==> config.mk <==
export PLATFORM = sky130hd
export DESIGN_NAME = reset_default_state_loader
export DESIGN_NICKNAME = d
export VERILOG_FILES = /design/src/logic/reset_defaults_pkg.sv /design/src/logic/level_sync.sv /design/src/logic/data_memory.sv /design/src/logic/reset_default_state_loader.sv
export SDC_FILE = /design/constraint.sdc
export NUM_CORES = 2
export LEC_CHECK = 0
export ABC_AREA = 1
export BUFFER_PORTS_ARGS = -buffer_cell sky130_fd_sc_hd__buf_4
export CAP_MARGIN = 20
export CORE_AREA = 8 8 285 563
export CTS_CLUSTER_SIZE = 40
export DETAILED_ROUTE_END_ITERATION = 8
export DIE_AREA = 0 0 293 571
export PLACE_DENSITY_LB_ADDON = 0.2
export SYNTH_ARGS = -nofsm -noshare
export SYNTH_HDL_FRONTEND = slang
export SYNTH_HIERARCHICAL = 1
export SYNTH_SLANG_ARGS = --single-unit
==> constraint.sdc <==
create_clock -name aclk -period 2.5 [get_ports aclk]
set_input_delay 0 -clock aclk [delete_from_list [all_inputs] [get_ports aclk]]
set_output_delay 0 -clock aclk [all_outputs]
set_load 0.05 [all_outputs]
==> src/logic/reset_defaults_pkg.sv <==
// Package: register map, reset values and boot states of the reset default loader.
// Assumes one 200 MHz clock and a 32-bit AXI4-Lite register bus.
`default_nettype none
package reset_defaults_pkg;
  localparam int ADDR_W = 12;
  localparam int REG_COUNT = 78;
  localparam int MEM_DEPTH = 64;
  localparam int MEM_AW = 6;
  // Byte addresses of the status words and the data memory window
  localparam logic [11:0] IP_LO_ADDR = 12'h0138;
  localparam logic [11:0] IP_HI_ADDR = 12'h013C;
  localparam logic [11:0] STATUS_ADDR = 12'h0140;
  localparam logic [11:0] MEM_BASE = 12'h0400;
  localparam logic [11:0] MEM_END = 12'h0500;
  // Reset vector table bytes inside the data memory
  localparam logic [5:0] VECTOR_LO_IDX = 6'h00;
  localparam logic [5:0] VECTOR_HI_IDX = 6'h01;
  // Register indices; byte address is four times the index
  localparam int PORT_LATCH_IDX = 0;
  localparam int PORT_DIR_IDX = 6;
  localparam int PULLUP_IDX = 14;
  localparam int MEM_SIZE_IDX = 18;
  localparam int CLK_MODE_IDX = 19;
  localparam int PROC_CLK_IDX = 20;
  localparam int INT_OSC_IDX = 21;
  localparam int MAIN_OSC_IDX = 22;
  localparam int MAIN_CLK_MODE_IDX = 23;
  localparam int SETTLE_STATUS_IDX = 24;
  localparam int SETTLE_SEL_IDX = 25;
  localparam int WIDE_TIMER_IDX = 26;
  localparam int BYTE_CTR_IDX = 36;
  localparam int INTERVAL_IDX = 44;
  localparam int WATCH_IDX = 51;
  localparam int WDT_IDX = 53;
  localparam int ADC_IDX = 54;
  localparam int SERIAL_A_IDX = 60;
  localparam int SERIAL_B_IDX = 65;
  localparam int CSI_IDX = 74;
  // Watchdog enable codes picked by the option setting
  localparam logic [7:0] WDT_CODE_CLR = 8'h1A;
  localparam logic [7:0] WDT_CODE_SET = 8'h9A;
  localparam logic [1:0] RESP_OKAY = 2'b00;
  localparam logic [1:0] RESP_SLVERR = 2'b10;
  // Values after reset, index 0 first; the watchdog entry is replaced by the option code
  localparam logic [7:0] REG_DEFAULT [REG_COUNT] = '{
    8'h00, 8'h00, 8'h00, 8'h00, 8'h00, 8'h00,                       // Port output latches
    8'hFF, 8'hFF, 8'hFF, 8'hFF, 8'hFF, 8'hFF, 8'hFF, 8'hFF,         // Port directions
    8'h00, 8'h00, 8'h00, 8'h00,                                     // Pull-up options
    8'hCF, 8'h00, 8'h01, 8'h80, 8'h80, 8'h00, 8'h00, 8'h05,         // Memory size, clocks, settle
    8'h00, 8'h00, 8'h00, 8'h00, 8'h00, 8'h00,                       // Wide timer count, capcmp a/b
    8'h00, 8'h00, 8'h00, 8'h00,                                     // Wide timer controls
    8'h00, 8'h00, 8'h00, 8'h00, 8'h00, 8'h00, 8'h00, 8'h00,         // Byte counters a/b
    8'h00, 8'h00, 8'h00, 8'h00, 8'h00, 8'h00, 8'h00,                // Interval timers, carrier
    8'h00, 8'h00, 8'h00,                                            // Watch, clock out, watchdog
    8'h00, 8'h00, 8'h00, 8'h00, 8'h00, 8'h00,                       // Converter
    8'hFF, 8'hFF, 8'h01, 8'h00, 8'h1F,                              // Serial a
    8'hFF, 8'hFF, 8'h01, 8'h00, 8'h00, 8'h00, 8'hFF, 8'h16, 8'h00,  // Serial b, switch
    8'h00, 8'h00, 8'h00, 8'h00                                      // Clocked serial
  };
  typedef enum logic [1:0] {
    HOLD_ST = 2'b00,
    FETCH_LO_ST = 2'b01,
    FETCH_HI_ST = 2'b11,
    RUN_ST = 2'b10
  } boot_state_type;
endpackage : reset_defaults_pkg
`default_nettype wire

==> src/logic/level_sync.sv <==
// Three-stage synchroniser for a level from outside the clock domain.
// Assumes the input changes slowly compared with the clock.
`timescale 1ns/100ps
`default_nettype none
module level_sync (
  input wire logic aclk,    // System clock
  input wire logic async_in, // Level from outside
  output logic sync_out     // Filtered level
);
  logic stage1_q;
  logic stage2_q;
  logic stage3_q;

  // Accept a change once the last two stages agree
  always_ff @(posedge aclk) begin
    stage1_q <= async_in;
    stage2_q <= stage1_q;
    stage3_q <= stage2_q;
    if (stage2_q == stage3_q) begin
      sync_out <= stage3_q;
    end
  end
endmodule : level_sync
`default_nettype wire

==> src/logic/data_memory.sv <==
// Byte-wide data memory with registered read data and no reset.
// Assumes the caller blocks writes while the contents must be kept.
`timescale 1ns/100ps
`default_nettype none
module data_memory #(
  parameter int DEPTH = 64,
  parameter int AW = 6
) (
  input wire logic aclk,              // System clock
  input wire logic wr_en,             // Write strobe
  input wire logic [AW-1:0] wr_addr,  // Write index
  input wire logic [7:0] wr_data,     // Write byte
  input wire logic [AW-1:0] rd_addr,  // Read index
  output logic [7:0] rd_data          // Registered read byte
);
  logic [7:0] mem [DEPTH];

  // Contents are never cleared, so they live through any reset
  always_ff @(posedge aclk) begin
    if (wr_en) begin
      mem[wr_addr] <= wr_data;
    end
    rd_data <= mem[rd_addr];
  end
endmodule : data_memory
`default_nettype wire

==> src/logic/reset_default_state_loader.sv <==
// Register bank that takes documented default values under reset and boots the pointer.
// Assumes AXI4-Lite master, option level from a pin, standby flag from same-clock logic.
// Overview of operation
// - Pointer loaded from vector bytes zero, one
// - During reset only pointer is undefined
// - Memory never cleared; standby reset keeps contents
// - Latches, pull-ups 00H; directions FFH
// - Memory size resets CFH; software rewrites
// - Clock mode registers take 00H/01H/80H
// - Settle status 00H, settle select 05H
// - Wide timer registers reset to zero
// - Both byte counters reset to zero
// - Interval timers and carrier reset zero
// - Watch mode and clock output zero
// - Converter registers reset to zero
// - Serial a: FFH, FFH, 01H, 00H, 1FH
// - Serial b buffers FFH, mode 01H, control 16H
// - Serial b status, clock, switch zero
// - Clocked serial registers reset to zero
// - Watchdog code 1AH or 9AH by option
//
// The placing of the registers and the AXI4-Lite slave port were left to the implementer.
`timescale 1ns/100ps
`default_nettype none
module reset_default_state_loader
  import reset_defaults_pkg::*;
(
  input wire logic aclk,                       // 200 MHz clock
  input wire logic aresetn,                    // Synchronous reset, active low
  input wire logic [ADDR_W-1:0] awaddr,        // Write address
  input wire logic [2:0] awprot,               // Unused protection
  input wire logic awvalid,                    // Write address valid
  output logic awready,                        // Write address ready
  input wire logic [31:0] wdata,               // Write data
  input wire logic [3:0] wstrb,                // Byte enables
  input wire logic wvalid,                     // Write data valid
  output logic wready,                         // Write data ready
  output logic [1:0] bresp,                    // Write response
  output logic bvalid,                         // Write response valid
  input wire logic bready,                     // Write response ready
  input wire logic [ADDR_W-1:0] araddr,        // Read address
  input wire logic [2:0] arprot,               // Unused protection
  input wire logic arvalid,                    // Read address valid
  output logic arready,                        // Read address ready
  output logic [31:0] rdata,                   // Read data
  output logic [1:0] rresp,                    // Read response
  output logic rvalid,                         // Read data valid
  input wire logic rready,                     // Read data ready
  input wire logic standby_mode,               // Core is in a standby mode
  input wire logic option_wdt_sel,             // Option level for watchdog code
  output logic [8*REG_COUNT-1:0] reg_image,    // All peripheral registers, index 0 low
  output logic [15:0] instruction_pointer,     // Booted pointer
  output logic pointer_valid                   // Pointer holds the vector
);
  logic [7:0] regs_q [REG_COUNT];
  boot_state_type state_q;
  logic [7:0] ip_lo_q;
  logic [7:0] ip_hi_q;
  logic pointer_valid_q;
  logic retained_q;
  logic opt_sync;
  logic aw_held_q;
  logic w_held_q;
  logic [ADDR_W-1:0] wr_addr_q;
  logic [7:0] wr_byte_q;
  logic wr_lane_q;
  logic bvalid_q;
  logic [1:0] bresp_q;
  logic awready_q;
  logic wready_q;
  logic rd_pend_q;
  logic [ADDR_W-1:0] rd_addr_q;
  logic rvalid_q;
  logic [31:0] rdata_q;
  logic [1:0] rresp_q;
  logic arready_q;
  logic [7:0] mem_rdata;

  // Address classes used by both the write and the read path
  function automatic logic is_reg(input logic [ADDR_W-1:0] a);
    return (a[1:0] == 2'b00) && (a < IP_LO_ADDR);
  endfunction : is_reg

  function automatic logic is_mem(input logic [ADDR_W-1:0] a);
    return (a[1:0] == 2'b00) && (a >= MEM_BASE) && (a < MEM_END);
  endfunction : is_mem

  // Option pin crosses into the clock domain
  level_sync u_opt_sync (
    .aclk(aclk),
    .async_in(option_wdt_sel),
    .sync_out(opt_sync)
  );

  // Handshake and write decode
  wire aw_take = awvalid && awready_q;
  wire w_take = wvalid && wready_q;
  wire do_write = aw_held_q && w_held_q;
  wire wr_reg_hit = is_reg(wr_addr_q);
  wire wr_mem_hit = is_mem(wr_addr_q);
  wire wr_ro_hit = (wr_addr_q == IP_LO_ADDR) || (wr_addr_q == IP_HI_ADDR) || (wr_addr_q == STATUS_ADDR);
  wire reg_we = aresetn && do_write && wr_lane_q && wr_reg_hit;
  wire mem_we = aresetn && do_write && wr_lane_q && wr_mem_hit;
  wire [6:0] wr_idx = wr_addr_q[8:2];
  wire aw_held_d = aw_held_q ? !do_write : aw_take;
  wire w_held_d = w_held_q ? !do_write : w_take;
  wire bvalid_d = do_write || (bvalid_q && !bready);
  wire run = (state_q == RUN_ST);

  // Read path decode
  wire ar_take = arvalid && arready_q;
  wire rvalid_d = rd_pend_q || (rvalid_q && !rready);
  wire [6:0] rd_idx = rd_addr_q[8:2];
  wire [7:0] status_byte = {5'b0_0000, opt_sync, retained_q, pointer_valid_q};
  wire [7:0] rd_byte = is_reg(rd_addr_q) ? regs_q[rd_idx] :
                       is_mem(rd_addr_q) ? mem_rdata :
                       (rd_addr_q == IP_LO_ADDR) ? ip_lo_q :
                       (rd_addr_q == IP_HI_ADDR) ? ip_hi_q :
                       (rd_addr_q == STATUS_ADDR) ? status_byte : 8'h00;
  wire rd_ok = is_reg(rd_addr_q) || is_mem(rd_addr_q) || (rd_addr_q == IP_LO_ADDR) ||
               (rd_addr_q == IP_HI_ADDR) || (rd_addr_q == STATUS_ADDR);

  // Memory read port serves the vector fetch first, then the bus
  wire [MEM_AW-1:0] mem_rd_addr = (state_q == HOLD_ST) ? VECTOR_LO_IDX :
                                  (state_q == FETCH_LO_ST) ? VECTOR_HI_IDX : araddr[7:2];

  data_memory #(
    .DEPTH(MEM_DEPTH),
    .AW(MEM_AW)
  ) u_data_memory (
    .aclk(aclk),
    .wr_en(mem_we),
    .wr_addr(wr_addr_q[7:2]),
    .wr_data(wr_byte_q),
    .rd_addr(mem_rd_addr),
    .rd_data(mem_rdata)
  );

  // Every peripheral register reloads its default on each reset cycle
  for (genvar i = 0; i < REG_COUNT; i++) begin : g_reg
    always_ff @(posedge aclk) begin
      if (!aresetn) begin
        if (i == WDT_IDX) begin
          regs_q[i] <= opt_sync ? WDT_CODE_SET : WDT_CODE_CLR;
        end else begin
          regs_q[i] <= REG_DEFAULT[i];
        end
      end else if (reg_we && (wr_idx == 7'(i))) begin
        regs_q[i] <= wr_byte_q;
      end
    end
    assign reg_image[8*i +: 8] = regs_q[i];
  end

  // Boot sequence: fetch low then high vector byte after release
  always_ff @(posedge aclk) begin
    if (!aresetn) begin
      state_q <= HOLD_ST;
      pointer_valid_q <= 1'b0;
      retained_q <= standby_mode;
    end else begin
      case (state_q)
        HOLD_ST: state_q <= FETCH_LO_ST;
        FETCH_LO_ST: begin
          ip_lo_q <= mem_rdata;
          state_q <= FETCH_HI_ST;
        end
        FETCH_HI_ST: begin
          ip_hi_q <= mem_rdata;
          pointer_valid_q <= 1'b1;
          state_q <= RUN_ST;
        end
        default: state_q <= RUN_ST;
      endcase
    end
  end

  // Pointer bytes are left alone by reset; only the valid flag clears
  assign instruction_pointer = {ip_hi_q, ip_lo_q};
  assign pointer_valid = pointer_valid_q;

  // Write channel: address and data taken in any order, answered after both
  always_ff @(posedge aclk) begin
    if (!aresetn) begin
      aw_held_q <= 1'b0;
      w_held_q <= 1'b0;
      bvalid_q <= 1'b0;
      bresp_q <= RESP_OKAY;
      awready_q <= 1'b0;
      wready_q <= 1'b0;
      wr_addr_q <= '0;
      wr_byte_q <= 8'h00;
      wr_lane_q <= 1'b0;
    end else begin
      aw_held_q <= aw_held_d;
      w_held_q <= w_held_d;
      bvalid_q <= bvalid_d;
      awready_q <= run && !aw_held_d && !bvalid_d;
      wready_q <= run && !w_held_d && !bvalid_d;
      if (aw_take) begin
        wr_addr_q <= awaddr;
      end
      if (w_take) begin
        wr_byte_q <= wdata[7:0];
        wr_lane_q <= wstrb[0];
      end
      if (do_write) begin
        bresp_q <= (wr_reg_hit || wr_mem_hit || wr_ro_hit) ? RESP_OKAY : RESP_SLVERR;
      end
    end
  end

  // Read channel: answer two cycles after the address is taken
  always_ff @(posedge aclk) begin
    if (!aresetn) begin
      rd_pend_q <= 1'b0;
      rvalid_q <= 1'b0;
      arready_q <= 1'b0;
      rd_addr_q <= '0;
      rdata_q <= 32'h0000_0000;
      rresp_q <= RESP_OKAY;
    end else begin
      rd_pend_q <= ar_take;
      rvalid_q <= rvalid_d;
      arready_q <= run && !ar_take && !rvalid_d;
      if (ar_take) begin
        rd_addr_q <= araddr;
      end
      if (rd_pend_q) begin
        rdata_q <= {24'h00_0000, rd_byte};
        rresp_q <= rd_ok ? RESP_OKAY : RESP_SLVERR;
      end
    end
  end

  assign awready = awready_q;
  assign wready = wready_q;
  assign bvalid = bvalid_q;
  assign bresp = bresp_q;
  assign arready = arready_q;
  assign rvalid = rvalid_q;
  assign rdata = rdata_q;
  assign rresp = rresp_q;

  // Vector bytes seen written; until then memory and pointer hold no known value
  logic vec_lo_seen_q;
  logic vec_hi_seen_q;

  always_ff @(posedge aclk) begin
    if (mem_we && (wr_addr_q[7:2] == VECTOR_LO_IDX)) begin
      vec_lo_seen_q <= 1'b1;
    end
    if (mem_we && (wr_addr_q[7:2] == VECTOR_HI_IDX)) begin
      vec_hi_seen_q <= 1'b1;
    end
  end
endmodule : reset_default_state_loader
`default_nettype wire

# Word level (Yosys, flattened, before mapping)
# Memories as Yosys holds them, arrays and structs flattened. A register that Yosys moved wholly into a read port is not among the register bits.
# Cells that the tools add are included.
# totals
register_bits	77
mem_bits_rw	1136
wordCells	651
memories	2
# memory_table
memory	words	width	read_ports	rd_ports_with_merged_regs	wr	line	source
regs_q	78	8	79	1	78	reset_default_state_loader.sv:55	logic [7:0] regs_q [REG_COUNT];
u_data_memory.mem	64	8	1	1	1	data_memory.sv:16	logic [7:0] mem [DEPTH];
# op_classes
order_cmp	6
eq_ne	87
mux	330
n_bitwise	78
n_reduce_logical	124
# op_table
operator	count
two-way mux 8 bit	83
two-way mux 1 bit	239
== test 7 x 6 -> 1 bit, second input constant	32
== test 7 x 5 -> 1 bit, second input constant	16
logical AND 1 bit	100
== test 7 bit, second input constant	14
bitwise OR 1 bit	78
== test 12 x 9 -> 1 bit, second input constant	6
== test 7 x 4 -> 1 bit, second input constant	8
== test 7 x 3 -> 1 bit, second input constant	4
>= comparator 12 x 11 -> 1 bit, second input constant	2
< comparator 12 x 11 -> 1 bit, second input constant	2
< comparator 12 x 9 -> 1 bit, second input constant	2
== test 7 x 2 -> 1 bit, second input constant	2
two-way mux 7 bit	2
two-way mux 6 bit	2
logical OR 1 bit	10
logical NOT 1 bit	8
== test 7 x 1 -> 1 bit, second input constant	1
logical NOT 7 bit	1
logical NOT 2 bit	3
== test 2 bit, second input constant	2
two-way mux 2 bit	2
case mux 2 bit (2 select lines)	1
other kinds (4)	5

# Depth between registers and ports, before layout
# depth
ltp_word	9
mapped_depth	16
depth_no_buf	13

# By module
# Netlist, hierarchy kept.
# by_module_without_submodules
mod	n_inst	cells_each	area_per_inst_um2
reset_default_state_loader	1	3393	31905.6
data_memory	1	1819	21299.2
level_sync	1	9	108.9

# Worst setup path before layout
# Ideal clock, no wire load.
# synth_timing
kind	register -> register
startpoint	register wr_addr_q[5]
endpoint	memory regs_q[60][0], enable pin
t_arrival_ns	1.895
t_required_ns	2.116
path_slack_ns	0.221
path_stages_with_launch	11
path_buffers	1
synth_period_minus_slack_ns	2.279
cell_sequence	dfxtp_1 buf_2 nand2_1 o21ai_0 nand2_1 nand2_2 nor2_2 inv_2 nor2_2 inv_2 o21ai_0
# synth_rtl
item	line	source
start, declared	reset_default_state_loader.sv:64	logic [ADDR_W-1:0] wr_addr_q;
start signal, assigned	reset_default_state_loader.sv:201	wr_addr_q <= awaddr;
end, declared	reset_default_state_loader.sv:55	

==> flow_summary.ini <==
[synthesis]
synth_flop_cell = sky130_fd_sc_hd__edfxtp_1
netlist.area_leader.share_pct = 65.0
ys.warnings.count = 6
synth_top_cells_by_count = 1,671 x sky130_fd_sc_hd__nand2_1, 1,154 x sky130_fd_sc_hd__edfxtp_1, 921 x sky130_fd_sc_hd__nand3_1
yosysSeqAreaShare_pct = 67.7
async_sr_flop_fraction_pct = 0
syn_inst = 5221
netlist_area_um2 = 53300
synth.top_cells.by_area = sky130_fd_sc_hd__edfxtp_1 65%, sky130_fd_sc_hd__nand2_1 12%, sky130_fd_sc_hd__nand3_1 8.6%
synth-edff-count = 1154
synth_seq_cells = 1226
synthDistinctLibCells = 35
synth_area_per_cell_um2 = 10.2
leading_cell_type_by_number_of_instances_after_synthesis = sky130_fd_sc_hd__nand2_1
post-synth-top-area-cell = sky130_fd_sc_hd__edfxtp_1

[sta]
rsz_0062_raised_after_global_routing = false
timing_max_transition_violations_final = 0
setup-violations-final = 0
clock_skew_ns = 0.0465
slew-limit-headroom_pct = 41.6
layout_min_cycle_time_ns = 2.49
fin_worst_hold_slack_ns = -0.0207
tightestPinTransition_ns = 0.876
fmax_mhz = 402
hold_viol_final = 2
period_share_pct = 99.6

[grt]
grt.total_usage_pct = 27.2
grt_antenna_before_repair = 10
largest_net_degree_at_the_start_of_global_routing = 124
global_route.overflow_total = 0
grt_pass1_vias = 43000
grt_pass1_wl_mm = 325

[clock_network]
ctsRootBufferMaster = sky130_fd_sc_hd__clkbuf_16
clock_sink_count = 1226
clock_tree.htree_level_count = 3
cts_buffers = 109
clock_tree.buffer_depth = 3
cts_tree = built
clk-insertion-delay-late_ns = 0.73
cts.clk_slew.worst_paths_ns = 0.07

[min_path]
hold_path_startpoint = awvalid
min_path_cells = 4
worstHoldEndpoint = wr_addr_q[11]
worst_hold_path_type = input pin to register

[setup_path]
critPathMostFrequentCell = sky130_fd_sc_hd__nand3_1
worstSetupStartpointType = register
cpMaxStageDelayCell = sky130_fd_sc_hd__dfxtp_4
cp.required_ns = 3.14
reg2reg_depth = 12
reg2reg_setup_slack_ns = 0.01
worstPathCellList = buf_12, buf_12, nand2_1, nand3_1, nand3_1, nand2_1, nand2_1, nand3_1, nand3_1, nand3_1, nand2_1, a21oi_1
worstPathArrival_ns = 3.13
critPathMaxFanout = 48
critical_path.endpoint_type = register
cp_slowest_stage_delay_ns = 0.39
critical_path.reg2reg.endpoint = rdata[4]
criticalPathCategory = register to register

[die]
die_width_um = 293
die_area_um2 = 167000
number_of_placement_rows = 203
core_area_um2 = 153000
ios = 757
start_util_pct = 34.9
die_extent_in_y_um = 571

[placed_design]
cell_area_reported_after_detailed_placement_um2 = 63100
globalplace.congestion = 0.987
buffer_ports.inserted = 697
estimated_wirelength_of_the_detail_placed_design_mm = 179

[drt]
wl_per_cell_um = 28.5
vias_per_cell = 5.25
detailedRoute.firstIterationViolations = 4353
drc_errors = 0
first_pass_detailed_route_iteration_total = 6
num_vias = 43600
wl_mm = 237
route.antenna.remaining_nets = 0

[flow_run]
drv.max_cap_violation_count = 0

[pwr]
pwr_density_cell_nw_per_um2 = 683
max-vdd-ir-drop_mv = 0.613
total_leakage_power_nw = 26.1

[outcome]
result_of_the_run = finished with violations
failed_checks = negative hold slack

[layout]
final_util_pct = 44.4
number_of_filler_instances_in_the_final_layout = 14500
layout_cells_sized_above_1_pct = 21.7
area_delta_synth_final_pct = 27.2
seq_area_um2 = 36100
nets = 6236
multi_input_comb_area_um2 = 15000
design_area_um2 = 67800
worst max path at each step:
stage,to,slack (ns),cells past startpoint,startpoint
after floorplan,regs_q[60][0],0.22,10,wr_addr_q[5]
after global placement,rdata[3],-0.22,13,register
after detailed placement,rdata[3],-0.22,13,register
after CTS,u_data_memory/mem[61][5],0.04,9,aw_held_q
after global routing,rdata[5],0.009,12,register
final,rdata[4],0.01,12,register
metal layers:
layer	share of wire [%]	vias up	wire [um]	track usage, %
met5	0.011	-	27	0
met4	8.7	4	20700	19.9
met3	8.1	576	19300	5.36
met2	50	2365	119000	48.7
met1	33	21100	77800	28.2
li1	-	19500	-	-
report_power, final:
group / leakage, nW / switching (mW) / total [mW] / internal, mW
combinational: 12.8 / 3.97 / 5.46 / 1.48
sequential: 11.5 / 0.448 / 23.2 / 22.7
clock: 1.79 / 7.93 / 17.7 / 9.79
total: 26.1 / 12.3 / 46.3 / 34.0
what timing repair did:
action / CTS / global route
gates cloned: 1 / 1
setup endpoints to repair: 199 / 164
pin swaps: 0 / 1
hold endpoints to repair: 64 / 0
setup buffers: 0 / 1
hold buffers: 80 / 0
resized for setup: 15 / 11
state kept, by name, indices dropped and copies added, names as in the netlist, 2 cells and up, named ones only:
| signal | count |
|---|---|
| ip_lo_q | 8 |
| ip_hi_q | 8 |
| state_q | 2 |
| wr_byte_q | 8 |
| rdata | 8 |
| u_data_memory/mem | 512 |
| regs_q | 624 |
| wr_addr_q | 12 |
| rd_addr_q | 12 |
| u_data_memory/rd_data | 8 |
placed cells by master (no fill, tap or decap), types with 6 or more instances in the layout:
| cell | n |
|---|---|
| sky130_fd_sc_hd__bufinv_16 | 16 |
| sky130_fd_sc_hd__clkbuf_1 | 14 |
| sky130_fd_sc_hd__a21oi_1 | 66 |
| sky130_fd_sc_hd__inv_4 | 8 |
| sky130_fd_sc_hd__o211ai_1 | 9 |
| sky130_fd_sc_hd__inv_6 | 6 |
| sky130_fd_sc_hd__clkinv_1 | 21 |
| sky130_fd_sc_hd__dlygate4sd3_1 | 80 |
| sky130_fd_sc_hd__clkinv_2 | 20 |
| sky130_fd_sc_hd__nand3_1 | 916 |
| sky130_fd_sc_hd__o21ai_0 | 78 |
| sky130_fd_sc_hd__nor2_1 | 685 |
| sky130_fd_sc_hd__inv_1 | 93 |
| sky130_fd_sc_hd__inv_2 | 9 |
| sky130_fd_sc_hd__nor3_1 | 11 |
| sky130_fd_sc_hd__clkinvlp_4 | 7 |
| sky130_fd_sc_hd__nand2_1 | 1657 |
| sky130_fd_sc_hd__clkbuf_16 | 111 |
| sky130_fd_sc_hd__nor2_4 | 8 |
| sky130_fd_sc_hd__edfxtp_1 | 1154 |
| sky130_fd_sc_hd__nand2_2 | 37 |
| sky130_fd_sc_hd__buf_12 | 69 |
| sky130_fd_sc_hd__buf_4 | 1011 |
| sky130_fd_sc_hd__conb_1 | 26 |
| sky130_fd_sc_hd__diode_2 | 9 |
| sky130_fd_sc_hd__dfxtp_2 | 9 |
| sky130_fd_sc_hd__dfxtp_1 | 60 |
| sky130_fd_sc_hd__nor2_2 | 7 |
critical path, delay by kind of cell, from the launching register on:
family / cells / cell delay, ns
AOI/OAI and AO/OA: 1 / 0.12
DFF: 1 / 0.39
buffers and inverters: 2 / 0.47
and+or+nand+nor: 9 / 1.36
layout make-up:
class                           instances  area share (%)
Antenna cell                            9          0.0332
Clock buffer                          124            4.14
Clock inverter                         75            1.30
Inverter                              116           0.703
Multi-Input combinational cell       3543            22.2
Sequential cell                      1226            53.3
Tap cell                             2050            3.78
Timing Repair Buffer                 1165            14.6
cells by family after synthesis:
| group | after synthesis | share of synthesized area (%) |
|---|---|---|
| DFF | 1226 | 67.7 |
| and+or+nand+nor | 3345 | 26.1 |
| other | 1 | 0.00703 |
| AOI/OAI and AO/OA | 172 | 1.73 |
| buffers and inverters | 477 | 4.46 |
through the flow:
stage               hold WS [ns]  power (mW)  cells  setup slack, ns  TNS [ns]
floorplan                 0.0277        26.6   5246            0.221         0
global placement           0.183        28.9   8017           -0.215     -6.92
detailed placement         0.189        28.9   8017           -0.224     -2.99
CTS                      0.00790        46.6   8297           0.0427         0
global route              0.0228        47.5   8300          0.00906         0
finish                   -0.0207        46.3   8308          0.00954         0
Note: power is estimated with default switching activity, not from simulation.
